File: config.mk
export PLATFORM = sky130hd
export DESIGN_NAME = sfx_exc_unit
export DESIGN_NICKNAME = d
export VERILOG_FILES = /design/src/sfx_pkg.sv /design/src/sfx_lane_if.sv /design/src/sfx_flag_reduce.sv /design/src/sfx_exc_unit.sv
export SDC_FILE = /design/constraint.sdc
export NUM_CORES = 1
export LEC_CHECK = 0
export BUFFER_PORTS_ARGS = -buffer_cell sky130_fd_sc_hd__buf_2
export CORE_AREA = 2 2 151 153
export DETAILED_ROUTE_END_ITERATION = 16
export DIE_AREA = 0 0 153 155
export GPL_TIMING_DRIVEN = 0
export PLACE_DENSITY = 0.68
export SLEW_MARGIN = 20
export SYNTH_ARGS = -nofsm -noshare
export SYNTH_HDL_FRONTEND = slang
export SYNTH_SLANG_ARGS = --single-unit
export TNS_END_PERCENT = 50
File: constraint.sdc
create_clock -name clk -period 10.1 [get_ports clk]
set_clock_uncertainty 0.05 [all_clocks]
set_input_delay 0 -clock clk [delete_from_list [all_inputs] [get_ports clk]]
set_output_delay 0 -clock clk [all_outputs]
set_load 0.005 [all_outputs]
File: src/sfx_pkg.sv
// shared constants for the vector floating-point exception unit
package sfx_pkg;
    localparam int FLAG_W = 6;
    // flag positions, one per exception class
    localparam int F_INV = 0;
    localparam int F_DEN = 1;
    localparam int F_DIVZ = 2;
    localparam int F_OVF = 3;
    localparam int F_UNF = 4;
    localparam int F_PREC = 5;
    // pre-computation (fault) classes versus post-computation (trap) classes
    localparam logic [5:0] PRE_CLASS = 6'h07;
    localparam logic [5:0] POST_CLASS = 6'h38;
    // control/status layout
    localparam int CS_FLAG_LSB = 0;
    localparam int CS_MASK_LSB = 6;
    localparam int CS_DAZ = 12;
    localparam int CS_FTZ = 13;
    localparam logic [5:0] CS_FLAG_RST = 6'h00;
    localparam logic [5:0] CS_MASK_RST = 6'h3f;
    // event status bits
    localparam int EV_TRAP = 0;
    localparam int EV_MASKED = 1;
    localparam int EV_W = 2;
    localparam logic [1:0] EV_MASK_RST = 2'h0;
    // register byte offsets
    localparam logic [3:0] OFS_CS = 4'h0;
    localparam logic [3:0] OFS_EV_STAT = 4'h4;
    localparam logic [3:0] OFS_EV_MASK = 4'h8;
    localparam logic [3:0] OFS_TRAP_INFO = 4'hc;
    localparam int AW = 4;
    // fixed interrupt vector for the exception trap
    localparam logic [7:0] TRAP_VECTOR = 8'h13;
    localparam logic [31:0] ZERO_WORD = 32'h0000_0000;
    typedef enum logic [1:0] {SFX_IDLE, SFX_ACK} sfx_bus_t;
endpackage : sfx_pkg

File: src/sfx_lane_if.sv
// per-lane exception flags travelling from core to reducer
`timescale 1ns/10ps
interface sfx_lane_if #(
    parameter int LANES = 4
);
    logic [LANES*6-1:0] lane_flags;
    logic [LANES-1:0] lane_en;
    logic [5:0] any_flags;
    modport src(output lane_flags, output lane_en, input any_flags);
    modport red(input lane_flags, input lane_en, output any_flags);
endinterface : sfx_lane_if

File: src/sfx_flag_reduce.sv
// or-reduction of per-lane exception flags
`timescale 1ns/10ps
module sfx_flag_reduce
    import sfx_pkg::*;
#(
    parameter int LANES = 4
) (
    sfx_lane_if.red lanes
);
    wire [5:0] part [LANES+1];

    assign part[0] = 6'h00;
    genvar g;
    generate
        for (g = 0; g < LANES; g = g + 1) begin : g_lane
            assign part[g+1] = part[g] |
                (lanes.lane_flags[g*6 +: 6] & {6{lanes.lane_en[g]}});
        end
    endgenerate
    assign lanes.any_flags = part[LANES];
endmodule : sfx_flag_reduce

File: src/sfx_exc_unit.sv
// vector floating-point exception unit with avalon-mm registers
`timescale 1ns/10ps
// Summary of operation
// - unmasked exceptions trap through vector nineteen
// - traps are precise, at the excepting instruction
// - stale sticky flags never raise a trap
// - packed sticky flags are OR of lanes
// - taken exception writes no result
// - no rounded result given on traps
// - full compliance when flush and daz off
// - no synchronisation step between instruction kinds
// - interrupt gate entry clears interrupt enable
// - mask one: default result, sticky flag set
// - faults before compute, traps after compute
module sfx_exc_unit
    import sfx_pkg::*;
#(
    parameter int LANES = 4,
    parameter int DW = 128
) (
    input wire logic clk,
    input wire logic rst,
    input wire logic [AW-1:0] avs_address,
    input wire logic avs_read,
    input wire logic avs_write,
    input wire logic [31:0] avs_writedata,
    input wire logic [3:0] avs_byteenable,
    output logic [31:0] avs_readdata,
    output logic avs_waitrequest,
    input wire logic op_valid,
    input wire logic [LANES-1:0] op_lane_en,
    input wire logic [LANES*6-1:0] op_lane_flags,
    input wire logic [DW-1:0] op_result,
    input wire logic gate_is_intr,
    output logic op_ready,
    output logic res_we,
    output logic [DW-1:0] res_data,
    output logic trap_req,
    output logic [7:0] trap_vector,
    output logic [5:0] trap_flags,
    output logic clear_intr_enable,
    output logic ftz_mode,
    output logic daz_mode,
    output logic ieee_strict,
    output logic irq
);
    ////////////////////////////////////////////////////////////////////////
    // elaboration checks
    // the read map and the lane packing only serve these bounds
    generate
        if (LANES < 1 || LANES > 16) begin : g_bad_lanes
            $error("sfx_exc_unit: LANES out of range");
        end
        if (DW < 32) begin : g_bad_dw
            $error("sfx_exc_unit: DW too small");
        end
        // each class is a fault or a trap, never both, never neither
        if ((PRE_CLASS & POST_CLASS) != 6'h00) begin : g_bad_class
            $error("sfx_exc_unit: class sets overlap");
        end
        if ((PRE_CLASS | POST_CLASS) != 6'h3f) begin : g_bad_cover
            $error("sfx_exc_unit: class sets incomplete");
        end
        if (FLAG_W != 6) begin : g_bad_flag_w
            $error("sfx_exc_unit: flag width must be six");
        end
        // event words are read back as two status bits
        if (EV_W != 2) begin : g_bad_ev_w
            $error("sfx_exc_unit: event width must be two");
        end
    endgenerate

    ////////////////////////////////////////////////////////////////////////
    // state
    logic [5:0] flags_r;
    logic [5:0] flags_nxt;
    logic [5:0] mask_r;
    logic [5:0] mask_nxt;
    logic daz_r;
    logic daz_nxt;
    logic ftz_r;
    logic ftz_nxt;
    logic [EV_W-1:0] ev_r;
    logic [EV_W-1:0] ev_nxt;
    logic [EV_W-1:0] evm_r;
    logic [EV_W-1:0] evm_nxt;
    logic [31:0] rdata_r;
    logic [31:0] rdata_nxt;
    sfx_bus_t bus_r;
    sfx_bus_t bus_nxt;
    logic res_we_r;
    logic [DW-1:0] res_data_r;
    logic trap_r;
    logic [5:0] trap_flags_r;
    logic clr_if_r;
    logic strict_r;
    logic irq_r;

    ////////////////////////////////////////////////////////////////////////
    // lane reduction
    sfx_lane_if #(.LANES(LANES)) lanes ();
    assign lanes.lane_flags = op_lane_flags;
    assign lanes.lane_en = op_lane_en;

    sfx_flag_reduce #(.LANES(LANES)) u_reduce (
        .lanes(lanes.red)
    );

    // unmasked subset of a flag vector
    function automatic logic [5:0] unmasked(input logic [5:0] f,
                                            input logic [5:0] m);
        unmasked = f & ~m;
    endfunction : unmasked

    // register decode on the full byte address
    function automatic logic reg_hit(input logic [AW-1:0] a,
                                     input logic [AW-1:0] ofs);
        reg_hit = (a == ofs);
    endfunction : reg_hit

    ////////////////////////////////////////////////////////////////////////
    // exception classification
    wire [5:0] raised = lanes.any_flags;
    wire [5:0] pre_raised = raised & PRE_CLASS;
    wire pre_fault = op_valid && (unmasked(pre_raised, mask_r) != 6'h00);
    // a pre-computation fault stops the operation: no post flags exist
    wire [5:0] post_raised = pre_fault ? 6'h00 : (raised & POST_CLASS);
    wire post_trap = op_valid && (unmasked(post_raised, mask_r) != 6'h00);
    // only this instruction's flags decide, not sticky ones
    wire excepting = pre_fault || post_trap;
    // masked classes still land in the sticky flags
    wire [5:0] op_flags = op_valid ? (pre_raised | post_raised) : 6'h00;
    wire masked_hit = op_valid && !excepting &&
        ((raised & mask_r) != 6'h00);
    // instruction retires normally: no unmasked class raised
    wire commit = op_valid && !excepting;
    wire [5:0] trap_cause = unmasked(pre_raised | post_raised, mask_r);

    // event sources in status bit order
    logic [EV_W-1:0] ev_set;
    always_comb begin
        ev_set = '0;
        ev_set[EV_TRAP] = excepting;
        ev_set[EV_MASKED] = masked_hit;
    end

    ////////////////////////////////////////////////////////////////////////
    // avalon-mm slave: one wait cycle, then answer
    wire req = avs_read || avs_write;
    wire ack = (bus_r == SFX_ACK);
    wire wr_do = avs_write && ack;
    wire sel_cs = reg_hit(avs_address, OFS_CS);
    wire sel_ev = reg_hit(avs_address, OFS_EV_STAT);
    wire sel_evm = reg_hit(avs_address, OFS_EV_MASK);
    wire sel_ti = reg_hit(avs_address, OFS_TRAP_INFO);
    // byte enables widened to a bit mask, one lane per byte
    wire [31:0] wmask;
    genvar b;
    generate
        for (b = 0; b < 4; b = b + 1) begin : g_byte
            assign wmask[b*8 +: 8] = {8{avs_byteenable[b]}};
        end
    endgenerate
    wire [31:0] cs_word = {18'h00000, ftz_r, daz_r, mask_r, flags_r};
    wire [31:0] cs_wr = (avs_writedata & wmask) | (cs_word & ~wmask);
    wire [31:0] ev_w1c = avs_writedata & wmask;
    wire [31:0] ti_word = {16'h0000, trap_vector, 2'h0, trap_flags_r};
    wire [31:0] rd_mux =
        sel_cs ? cs_word :
        sel_ev ? {30'h0, ev_r} :
        sel_evm ? {30'h0, evm_r} :
        sel_ti ? ti_word : ZERO_WORD;

    assign avs_waitrequest = req && !ack;
    assign avs_readdata = rdata_r;

    // read data captured as the request is seen, so it stands at the
    // edge where the master finds waitrequest low
    always_comb begin
        bus_nxt = bus_r;
        rdata_nxt = rdata_r;
        case (bus_r)
            SFX_IDLE: begin
                if (req) begin
                    bus_nxt = SFX_ACK;
                end
                if (avs_read) begin
                    rdata_nxt = rd_mux;
                end
            end
            SFX_ACK: begin
                bus_nxt = SFX_IDLE;
            end
            default: begin
                bus_nxt = SFX_IDLE;
            end
        endcase
    end

    ////////////////////////////////////////////////////////////////////////
    // control word next state; hardware set wins over software write
    always_comb begin
        flags_nxt = flags_r;
        mask_nxt = mask_r;
        daz_nxt = daz_r;
        ftz_nxt = ftz_r;
        if (wr_do && sel_cs) begin
            flags_nxt = cs_wr[CS_FLAG_LSB +: 6];
            mask_nxt = cs_wr[CS_MASK_LSB +: 6];
            daz_nxt = cs_wr[CS_DAZ];
            ftz_nxt = cs_wr[CS_FTZ];
        end
        // flags updated even when the instruction excepts
        flags_nxt = flags_nxt | op_flags;
    end

    // events: a same-cycle event beats the write-one-to-clear
    always_comb begin
        evm_nxt = evm_r;
        ev_nxt = ev_r;
        if (wr_do && sel_evm) begin
            evm_nxt = ev_w1c[EV_W-1:0];
        end
        if (wr_do && sel_ev) begin
            ev_nxt = ev_r & ~ev_w1c[EV_W-1:0];
        end
        ev_nxt = ev_nxt | ev_set;
    end

    always_ff @(posedge clk or posedge rst) begin
        if (rst) begin
            flags_r <= CS_FLAG_RST;
            mask_r <= CS_MASK_RST;
            daz_r <= 1'b0;
            ftz_r <= 1'b0;
            strict_r <= 1'b1;
        end else begin
            flags_r <= flags_nxt;
            mask_r <= mask_nxt;
            daz_r <= daz_nxt;
            ftz_r <= ftz_nxt;
            // strict only with both flush modes off
            strict_r <= !ftz_nxt && !daz_nxt;
        end
    end

    always_ff @(posedge clk or posedge rst) begin
        if (rst) begin
            ev_r <= '0;
            evm_r <= EV_MASK_RST;
            irq_r <= 1'b0;
        end else begin
            ev_r <= ev_nxt;
            evm_r <= evm_nxt;
            // registered so the level never glitches on a decode
            irq_r <= (ev_nxt & evm_nxt) != '0;
        end
    end

    always_ff @(posedge clk or posedge rst) begin
        if (rst) begin
            rdata_r <= ZERO_WORD;
            bus_r <= SFX_IDLE;
        end else begin
            rdata_r <= rdata_nxt;
            bus_r <= bus_nxt;
        end
    end

    ////////////////////////////////////////////////////////////////////////
    // commit and trap, one cycle after the instruction is offered
    always_ff @(posedge clk or posedge rst) begin
        if (rst) begin
            res_we_r <= 1'b0;
            res_data_r <= '0;
        end else begin
            res_we_r <= commit;
            // datapath value never passed on a trap
            res_data_r <= commit ? op_result : '0;
        end
    end

    always_ff @(posedge clk or posedge rst) begin
        if (rst) begin
            trap_r <= 1'b0;
            trap_flags_r <= 6'h00;
            clr_if_r <= 1'b0;
        end else begin
            // trap tied to this very instruction
            trap_r <= excepting;
            // last cause stands for the handler to read back
            if (excepting) begin
                trap_flags_r <= trap_cause;
            end
            clr_if_r <= excepting && gate_is_intr;
        end
    end

    // accepts every cycle, no sync stall
    assign op_ready = 1'b1;
    assign res_we = res_we_r;
    assign res_data = res_data_r;
    assign trap_req = trap_r;
    assign trap_vector = TRAP_VECTOR;
    assign trap_flags = trap_flags_r;
    assign clear_intr_enable = clr_if_r;
    assign ftz_mode = ftz_r;
    assign daz_mode = daz_r;
    assign ieee_strict = strict_r;
    assign irq = irq_r;
endmodule : sfx_exc_unit

; ---- Word-level counts from Yosys, hierarchy flattened
; Cells that the tools add are included.
[word_totals]
input_bits = 202
latch_bits = 0
elab_cells = 80
memories = 0
ramBits = 0
out_inout_bits = 183
romBits = 0
register_bits = 191
[classes]
bitwise = 22
n_eq_ne = 5
n_addsub = 0
n_mul = 0
shift = 0
n_reduce_logical = 24
mux = 14
n_div = 0
n_lt_le_gt_ge = 0
[op_table]
columns = op, count
row1 = 128-bit two-way mux, 1
row2 = 6-bit bitwise AND, 7
row3 = 13-bit two-way mux, 3
row4 = 14-bit bitwise AND, 2
row5 = 6-bit bitwise OR, 4
row6 = 6-bit two-way mux, 3
row7 = 6-bit nonzero test, 3
row8 = 14-bit two-way mux, 1
row9 = 14-bit inverter, 1
row10 = 14-bit bitwise OR, 1
row11 = 1-bit logical AND, 11
row12 = 4-bit equality test (second input constant), 2
row13 = 2-bit two-way mux, 4
row14 = 3-bit by 6-bit bitwise AND with 6-bit output, 1
row15 = 6-bit inverter, 1
row16 = 3-bit by 6-bit bitwise OR with 6-bit output, 1
row17 = 2-bit bitwise AND, 2
row18 = 4-bit by 3-bit equality test with 1-bit output (second input constant), 1
row19 = 1-bit zero test, 4
row20 = 4-bit zero test, 1
row21 = 2-bit by 1-bit equality test with 1-bit output (second input constant), 1
row22 = 2-bit zero test, 1
row23 = 1-bit logical OR, 2
row24 = 1-bit two-way mux, 2
row25 = 5 further kinds, 5

; ---- Logic depth before layout (Yosys ltp)
; Gate-level depths: netlist (run 1).
[depth]
word_depth = 18
mapped_depth = 6
ltp_nobuf = 6

; ---- Hierarchy
; Synthesis (run 1) repeated with hierarchy kept, for this count alone.
[hier_totals]
cells_unflattened = 496
hier_area_um2 = 6441.2
[modules_own_cells]
columns = module, seq_area_each_um2, cells_per_inst, area_each_um2, instances
row1 = sfx_exc_unit, 4312.9, 478, 6328.6, 1
row2 = sfx_flag_reduce, 0.0, 18, 112.6, 1

; ---- Worst setup path after synthesis (run 1)
; No wires, ideal clock.
[synth_timing]
path_kind = register to register
start = reg (tool-made name)
end = reg trap_flags_r[0], in the netlist trap_flags[0]
t_arrival_ns = 1.803
n_path_buf = 0
synth_period_minus_slack_ns = 1.978
t_required_ns = 9.925
path_stages_with_launch = 6
setup_slack_ns = 8.122
setup_ns = 0.125
cell_sequence = dfstp_2 > o21ba_1 > or3_4 > o31ai_4 > inv_2 > mux2_4
[synth_lines]
columns = item, line
row1 = end signal: assignment, sfx_exc_unit.sv:293  ; trap_flags_r <= trap_cause;
row2 = end: declaration, sfx_exc_unit.sv:94  ; logic [5:0] trap_flags_r;

==> results list, run 1 <==
- Summed over all layers, the global routing overflow is 0.
- Top-area cell type share of the netlist area: 0.640
* Share of async-settable or async-resettable flops after synthesis: 1.00
* Buf+Inv Stages, Crit Path: 2
- Status: finished clean
- Source-to-sink clock delay at the later pin of the worst-skew pair: 0.41 ns
- Dividing the detail-routed via count by the number of cells gives 4.52.
- After detailed routing, the total wire length is 22.7 mm.
- Per-cell routed wire length: 16.9 um
- Post-synth top flop: sky130_fd_sc_hd__dfrtp_1
* Total DRC errors in the routed layout: 0
* Startpoint Class: register
- Measured on the finished design, the core utilization comes to 0.484.
- Yosys attributes the largest share of cell area to sky130_fd_sc_hd__dfrtp_1 (64%), sky130_fd_sc_hd__and3_1 (12%), sky130_fd_sc_hd__buf_4 (3.1%), sky130_fd_sc_hd__dfstp_2 (2.9%), sky130_fd_sc_hd__clkbuf_1 (2.0%).
* DRT iter0 DRCs: 300
- Count of distinct cell types in the synthesized netlist: 42
- Setup violations remaining at the end of the flow were counted as 0.
- VDD sags by at most 0.0904 mV.
- Combinational family with the most area after synthesis: simple AND/OR/NAND/NOR gates
* Static leakage: 0.00625 uW
- Of the total synthesized cell area, the portion taken by AND, OR, NAND and NOR gates is 0.169.
* Hold buffer count at CTS: 156
- Unrepaired setup endpoints after global routing: no
- Die height: 155 um
- Buffers placed on the I/O ports in this run total 335.
* Total power divided by cell area: 147 mW/mm^2
- Final hold violations: 0
* Top Family by Delay on Critical Path: buffers and inverters
- For this run, the top clock speed supported by timing is 0.329 GHz.
- In this run the tightest slew margin relative to its limit is 0.444.
* Count of state elements after synthesis: 172
* Ratio of cells with drive above 1 in the final layout: 0.401
- A synthesized cell averages 12.7 um^2.
- Total Power: 1590 uW
- In this design, the stage delay of the slowest critical-path cell is 0.71 ns.
- Count leader, synth: sky130_fd_sc_hd__dfrtp_1
- The clock net in this run drives a total of 172 sinks.
- Clock tree synthesis inserted a total of 17 buffers.
* Maximum clock insertion buffer count: 2
- The synthesized netlist occupies a cell area of 0.00645 mm^2.
- Initial standard-cell utilization of the core: 0.290
* Setup TNS: 0 ns
- For this design the top-level I/O count stands at 385.
* Worst path slowest cell: sky130_fd_sc_hd__nor3_2
- Required time of the critical path: 10.41 ns
- Clock-pin slew was measured on the worst setup and hold paths at 0.07 ns.
- Final ANT Viol Nets: 0
* Die X: 153 um
- Clock tree from TritonCTS: built
* Filler cells: 1983
- In this run the worst path has a maximum fanout of 10.
- Area delta synth->final: 66.8%
* Worst EP arrival: 3.34 ns
* Ordered list of cells on the worst path: o21ba_1, nor3_2, clkbuf_1, nand2_1, o21ai_0, dlygate4sd3_1
* Wire length of the first global-routing pass: 35.2 mm
- Number of violations of the max-capacitance limit: 0
* Top cell type by total area after synthesis: sky130_fd_sc_hd__dfrtp_1
- The final number of max-transition violations is 0.
* Register-to-Register Setup Slack: 7.06 ns
- Of the total synthesized cell area, the portion taken by full adders, half adders and majority gates is 0.
- Final period util: 0.301
* Routability congestion estimate: 0.794
* Count of TritonRoute iterations in the first routing pass: 4
- Library cell used as clock root buffer: sky130_fd_sc_hd__clkbuf_16
* H-tree lvl count: 4
- The floorplan step defined a die boundary enclosing 0.0237 mm^2.
- Overall Global Routing Usage: 0.191
* Total number of placement rows: 55
* Pin count of the biggest net entering global routing: 89
* Vias in the first global route: 6506
- Hold Startpoint: op_lane_flags[21]
- Core area: 0.0222 mm^2
- Post-Synthesis Cells: 510
- Fraction of the yosys area taken by sequential cells: 0.668
* Number of diodes added for antenna fixing: 0
- After routing the design area is 0.0108 mm^2.
* Number of enable-type register cells in the synthesized netlist: 0
- The HPWL after detailed placement is 15.7 mm.
- During synthesis, Yosys emitted a total of 0 warnings.
- Final worst path period need: 3.04 ns
* Net total in the final layout: 1248
- Post-cts gate resize count: 0
- Vias post-DR: 6080
- STA classifies the critical path endpoint as a register.
- Of the total synthesized cell area, the portion taken by XOR and XNOR cells is 0.
- The number of setup buffers added after CTS is 0.
- At the pin with the least slew margin, the transition time is 0.829 ns.
- Sorting the synthesized cells by how often they occur yields sky130_fd_sc_hd__dfrtp_1 (165), sky130_fd_sc_hd__and3_1 (128), sky130_fd_sc_hd__clkbuf_1 (34).
- The min-delay analysis places its worst path in the category primary input to register.
- The compound-gate portion of the synthesized area is 0.0648.
- Mux cell area share after synthesis: 0.0403
* Antenna violations before repair: 1
* Placed inst area: 0.00861 mm^2
- Crit path kind: register to register
[where the power goes]
group / switching, uW / total [uW] / internal (uW)
combinational: 98.0 / 212 / 114
clock: 307 / 643 / 337
sequential: 16.4 / 731 / 714
[final cells by class]
cell class                 count  area (um^2)  share of cell area
clock inverter                14          146              0.0136
buffer                        62          335              0.0312
inverter                       8         37.5             0.00349
multi-input combinational    293         1870               0.174
clock buffer                  18          439              0.0408
sequential                   172         4310               0.401
tap                          285          357              0.0331
timing repair buffer         492         3270               0.303
[worst min-delay path: stages]
cell and delay (ns):
sky130_fd_sc_hd__buf_2 0.07, sky130_fd_sc_hd__a22o_1 0.15, sky130_fd_sc_hd__nor2_1 0.07, sky130_fd_sc_hd__o21ai_0 0.16
[kinds of logic (layout without fill, tap and decap cells)]
family | after synthesis | after routing
compound gates | 58 | 58
buf+inv | 70 | 594
flops | 172 | 172
mux | 21 | 21
other cells | 2 | 27
simple gates | 187 | 187
[flip-flops by register name (all words and copies together), names as in the netlist, named ones only]
signal / cells
trap_flags: 6
avs_readdata: 14
trap_req: 1
ieee_strict: 1
res_we: 1
irq: 1
clear_intr_enable: 1
ev_r: 2
evm_r: 2
ftz_mode: 1
daz_mode: 1
res_data: 128
bus_r: 1
flags_r: 6
[per-stage QoR]
stage	cells	worst slack, ns	hold slack (ns)
final	1344	7.06	0.0396
after global routing	1344	6.78	0.0761
after CTS	1344	6.92	0.0174
after detailed placement	1156	7.19	0.0806
after global placement	1155	3.58	0.116
after floorplan	535	5.40	0.0135
[final timing paths]
| path | end | cells after the start |
|---|---|---|
| setup / recovery | flags_r[5] | 6 |
| hold / removal | flags_r[3] | 4 |
| setup reg to reg | flags_r[5] | 6 |
| hold reg to reg | avs_readdata[4] | 2 |
| max in group asynchronous | res_data[39] | 4 |
| min in group asynchronous | res_data[122] | 3 |
[cells in the final DEF (no fill, tap or decap), types with 9 or more instances in the layout]
| cell | instances |
|---|---|
| sky130_fd_sc_hd__nand2_1 | 33 |
| sky130_fd_sc_hd__buf_2 | 336 |
| sky130_fd_sc_hd__o21ai_0 | 16 |
| sky130_fd_sc_hd__a22o_1 | 11 |
| sky130_fd_sc_hd__dfrtp_1 | 165 |
| sky130_fd_sc_hd__and3_1 | 128 |
| sky130_fd_sc_hd__clkbuf_1 | 34 |
| sky130_fd_sc_hd__nor2_1 | 9 |
| sky130_fd_sc_hd__buf_4 | 27 |
| sky130_fd_sc_hd__clkbuf_16 | 17 |
| sky130_fd_sc_hd__conb_1 | 27 |
| sky130_fd_sc_hd__dlygate4sd3_1 | 156 |
[metal layers]
layer,vias to the layer above,global-route usage,part of all wire
met5,-,0,0
met4,0,0.0714,0.026
met3,42,0.0524,0.074
met2,272,0.340,0.52
met1,2972,0.220,0.38
li1,2794,-,-
Note: power is estimated with default switching activity, not from simulation.
==> inputs of run 2 (changes only) <==
--- a/config.mk
+++ b/config.mk
@@ -5,12 +5,13 @@
 export SDC_FILE = /design/constraint.sdc
 export NUM_CORES = 1
 export LEC_CHECK = 0
+export ABC_AREA = 1
 export BUFFER_PORTS_ARGS = -buffer_cell sky130_fd_sc_hd__buf_2
-export CORE_AREA = 2 2 151 153
+export CORE_AREA = 2 2 148 150
 export DETAILED_ROUTE_END_ITERATION = 16
-export DIE_AREA = 0 0 153 155
+export DIE_AREA = 0 0 150 152
 export GPL_TIMING_DRIVEN = 0
-export PLACE_DENSITY = 0.68
+export PLACE_DENSITY = 0.75
 export SLEW_MARGIN = 20
 export SYNTH_ARGS = -nofsm -noshare
 export SYNTH_HDL_FRONTEND = slang
==> constraint.sdc (replaced) <==
create_clock -name clk -period 2.9 [get_ports clk]
set_clock_uncertainty 0.05 [all_clocks]
set_input_delay 0 -clock clk [delete_from_list [all_inputs] [get_ports clk]]
set_output_delay 0 -clock clk [all_outputs]
set_load 0.005 [all_outputs]
==> results list, run 2 <==
* Status: finished clean
- The via count of the routed design was 6385 (+5.0%).
* Placed inst area: 0.00964 mm^2 (+12%)
- Final period util: 0.842
- The commonest cells after synthesis are sky130_fd_sc_hd__dfrtp_1 (165), sky130_fd_sc_hd__inv_1 (148), sky130_fd_sc_hd__nor2_4 (91).
- Worst-path fanout max: 8 (-2)
- Global route total overflow: 0 (unchanged)
- The number of buffers added for setup after CTS is 0 (unchanged).
- Leading cell type in the layout, fill and taps excluded: sky130_fd_sc_hd__buf_2
- The power density over the cells came to 571 mW/mm^2 (+290%).
- Cell depth of the worst min-delay path: 5 (+1)
- The register-to-register path setup slack is 0.86 ns (-6.20 ns).
- Library cell used as clock root buffer: sky130_fd_sc_hd__clkbuf_16
* Met1 WL: 8.20 mm (-5.7%)
* Aggregate routed wire length: 22.3 mm (-1.8%)
- Fmax: 0.409 GHz
- Startpoint Class: primary input
* Overall Global Routing Usage: 0.198 (+0.00695)
- The area of all placed cells without fillers was 0.0118 mm^2 (+10%).
* Maximum clock insertion buffer count: 2 (unchanged)
- Die X: 150 um (-2.0%)
- Reg2reg path depth: 7 (+1)
- Initial standard-cell utilization of the core: 0.347 (+0.0566)
* DRT iter0 DRCs: 244 (-19%)
* Number of violations of the max-capacitance limit: 0 (unchanged)
* Remaining max-slew budget at the tightest pin: 0.639 (+0.195)
- The overall die height came to 152 um (-1.9%).
* Top cell type by total area after synthesis: sky130_fd_sc_hd__dfrtp_1
- The number of flops mapped to enable cells by yosys is 0 (unchanged).
- Routed length on met2: 11.6 mm (-1.7%)
- The register bit count reported by yosys was 172 (unchanged).
- Critical R2R Launch: bus_r[0]
- The detailed route wirelength on metal3 was 1.62 mm (-3.4%).
- Total of endpoints with negative setup slack in the final report: 0 (unchanged)
* Final worst path period need: 2.44 ns
* Number of vias per cell: 4.20 (-7.1%)
- Source-to-sink clock delay at the later pin of the worst-skew pair: 0.42 ns (about the same)
- Crit path kind: primary input to register
* Share of async-settable or async-resettable flops after synthesis: 1.00 (unchanged)
- Number of diodes added for antenna fixing: 0 (unchanged)
- Number of port buffers: 336 (+0.30%)
- The min-delay analysis places its worst path in the category primary input to register.
- Area delta synth->final: 59.9%
- Count leader, synth: sky130_fd_sc_hd__dfrtp_1
- The number of nets with antenna violations after routing is 0 (unchanged).
* Required time of the critical path: 3.20 ns (-7.21 ns)
- Wire length of the first global-routing pass: 35.1 mm (-0.24%)
- Sort of element at the end of the critical path: register
- The data arrival time at the worst-slack endpoint is 2.74 ns (-0.60 ns).
- TritonCTS built the clock tree.
- Count of placed standard cells in the final layout, fillers left out: 1520 (+13%)
- The largest voltage drop on the vdd net is 0.353 mV (+290%).
* Number of placed I/O pins: 385 (unchanged)
- The final number of max-transition violations is 0 (unchanged).
- The number of buffers created by CTS is 17 (unchanged).
* Pin slew with the least headroom to its limit: 0.540 ns (-0.289 ns)
- The library cells used most frequently in the layout, excluding fill and tap cells, are sky130_fd_sc_hd__buf_2 (339), sky130_fd_sc_hd__dfrtp_1 (165), sky130_fd_sc_hd__dlygate4sd3_1 (162), sky130_fd_sc_hd__inv_1 (147), sky130_fd_sc_hd__nor2_4 (91).
- For this run, the leading register cell type out of synthesis is sky130_fd_sc_hd__dfrtp_1.
* Unrepaired setup endpoints after global routing: no
- Count of TritonRoute iterations in the first routing pass: 4 (unchanged)
- Hold Startpoint: avs_byteenable[1]
- The full die area came to 0.0228 mm^2 (-3.9%).
* Post-Place Cells: 1326 (+15%)
* Cell area after technology mapping: 0.00741 mm^2 (+15%)
- The endpoint identified for the worst register-to-register timing path is flags_r[5].
- The flip-flop count of the largest register after layout came to 128 (unchanged).
* Ratio of cells with drive above 1 in the final layout: 0.441 (+0.0398)
* Core area: 0.0214 mm^2 (-3.9%)
- Total DRC errors in the routed layout: 0 (unchanged)
* Ranking of synthesized cells by area: sky130_fd_sc_hd__dfrtp_1 (56%), sky130_fd_sc_hd__nor2_4 (14%), sky130_fd_sc_hd__inv_1 (7.5%), sky130_fd_sc_hd__nand2_1 (4.5%), sky130_fd_sc_hd__buf_12 (3.0%)
* Net total in the final layout: 1429 (+15%)
- The average detailed-routed wire length per instance came to 14.7 um (-13%).
- The number of warning messages in the yosys log is 0 (unchanged).
- The sequential-to-total area share from yosys stat came to 0.582 (-0.0861).
- The total number of placement rows was 54 (-1.8%).
- The number of global-route vias before repair is 7011 (+7.8%).
- CTS sink count: 172 (unchanged)
- Antenna violations before repair: 0 (-1)
- The final weighted congestion of routability-driven global placement came to 0.798 (+0.47%).
* Clock edge transition at the registers on the reported setup and hold paths: 0.07 ns (about the same)
- Post-Synthesis Cells: 680 (+33%)
- The total leakage power came to 0.00654 uW (+4.7%).
* HPWL after detailed placement: 14.9 mm (-4.8%)
- The largest net degree at the start of global routing is 36 (-60%).
* H-tree lvl count: 4 (unchanged)
- The top-area cell type share of the netlist area came to 0.557 (-0.0825).
- The number of distinct library cells after synthesis is 30 (-29%).
- The number of hold-slack violations in the final timing report came to 0 (unchanged).
- Topmost layer with routed signal wires: met4
* Mean Syn Cell Area: 10.9 um^2 (-14%)
run 2: cell count changes after synthesis, moves of 8 or more:
cell | before | now
sky130_fd_sc_hd__inv_1 | 7 | 148
sky130_fd_sc_hd__and3_1 | 128 | 0
sky130_fd_sc_hd__a22o_1 | 11 | 0
sky130_fd_sc_hd__clkbuf_1 | 34 | 2
sky130_fd_sc_hd__nor2_2 | 0 | 20
sky130_fd_sc_hd__mux2i_1 | 8 | 0
sky130_fd_sc_hd__nor2_1 | 9 | 44
sky130_fd_sc_hd__nor2_4 | 0 | 91
sky130_fd_sc_hd__nand3_1 | 0 | 10
sky130_fd_sc_hd__buf_12 | 0 | 11
sky130_fd_sc_hd__nand2_1 | 33 | 89
run 2: final cells by class:
type,instances,area (um^2)
clock buffer,20,457
fill,1753,9510
clock inverter,12,128
sequential,172,4310
multi-input combinational,337,2150
inverter,150,567
buffer,46,472
tap,280,350
timing repair buffer,503,3400
run 2: where the power goes:
part | total (uW) | switching, uW | leakage, uW | internal (uW)
clock network | 2270 | 1010 | 0.000278 | 1260
registers | 2820 | 111 | 0.00223 | 2700
logic | 1680 | 898 | 0.00404 | 779
run 2: cells by family (layout without fill, tap and decap cells):
group,count (synthesis),count (layout),synth area share
AND/OR/NAND/NOR,268,268,0.243
buffers and inverters,196,731,0.140
flip-flops,172,172,0.582
AO/OA/AOI/OAI,41,41,0.0326
other,2,27,0.00101
multiplexers,1,1,0.00152
run 2: worst max-delay path by stage:
stage | end | startpoint | depth (start not counted)
6_report | flags_r[5] | avs_address[1] | 12
3_5_place_dp | res_data[66] | register | 11
4_1_cts | flags_r[5] | avs_address[1] | 12
2_1_floorplan | avs_readdata[0] | rst | 1
3_3_place_gp | avs_readdata[6] | rst | 2
5_1_grt | flags_r[3] | avs_address[1] | 12
run 2: worst max-delay path: stages:
cell                            delay [ns]
sky130_fd_sc_hd__dlygate4sd3_1        0.54
sky130_fd_sc_hd__buf_2                0.12
sky130_fd_sc_hd__nor2_1               0.13
sky130_fd_sc_hd__inv_1                0.10
sky130_fd_sc_hd__nor3_4               0.33
sky130_fd_sc_hd__inv_2                0.15
sky130_fd_sc_hd__nor2_2               0.17
sky130_fd_sc_hd__nand2_1              0.20
sky130_fd_sc_hd__inv_1                0.28
sky130_fd_sc_hd__nand2_1              0.09
sky130_fd_sc_hd__nand3_1              0.09
sky130_fd_sc_hd__dlygate4sd3_1        0.56
run 2: repair_timing:
action | 4_1_cts | 5_1_grt
endpoints found under the hold margin | 241 | 0
hold buffers | 162 | 0
setup endpoints to repair | 0 | 0
resized for setup | 0 | 0
run 2: metal layers:
| metal | GRT usage | up-vias |
|---|---|---|
| met1 | 0.212 | 2998 |
| met2 | 0.355 | 303 |
| met5 | 0 | - |
| li1 | - | 3017 |
| met4 | 0.0961 | 0 |
| met3 | 0.0544 | 67 |
run 2: through the flow:
| stage | worst slack [ns] | power, uW | hold slack (ns) | util | setup TNS [ns] |
|---|---|---|---|---|---|
| floorplan | 0.659 | 3730 | 0.0562 | - | 0 |
| global placement | -0.360 | 4300 | 0.162 | 0.447 | -56.22 |
| detailed placement | 0.918 | 4350 | 0.0265 | 0.451 | 0 |
| CTS | 0.499 | 6810 | 0.0131 | 0.555 | 0 |
| global route | 0.272 | 7090 | 0.0678 | 0.555 | 0 |
| finish | 0.457 | 6760 | 0.0326 | 0.555 | 0 |
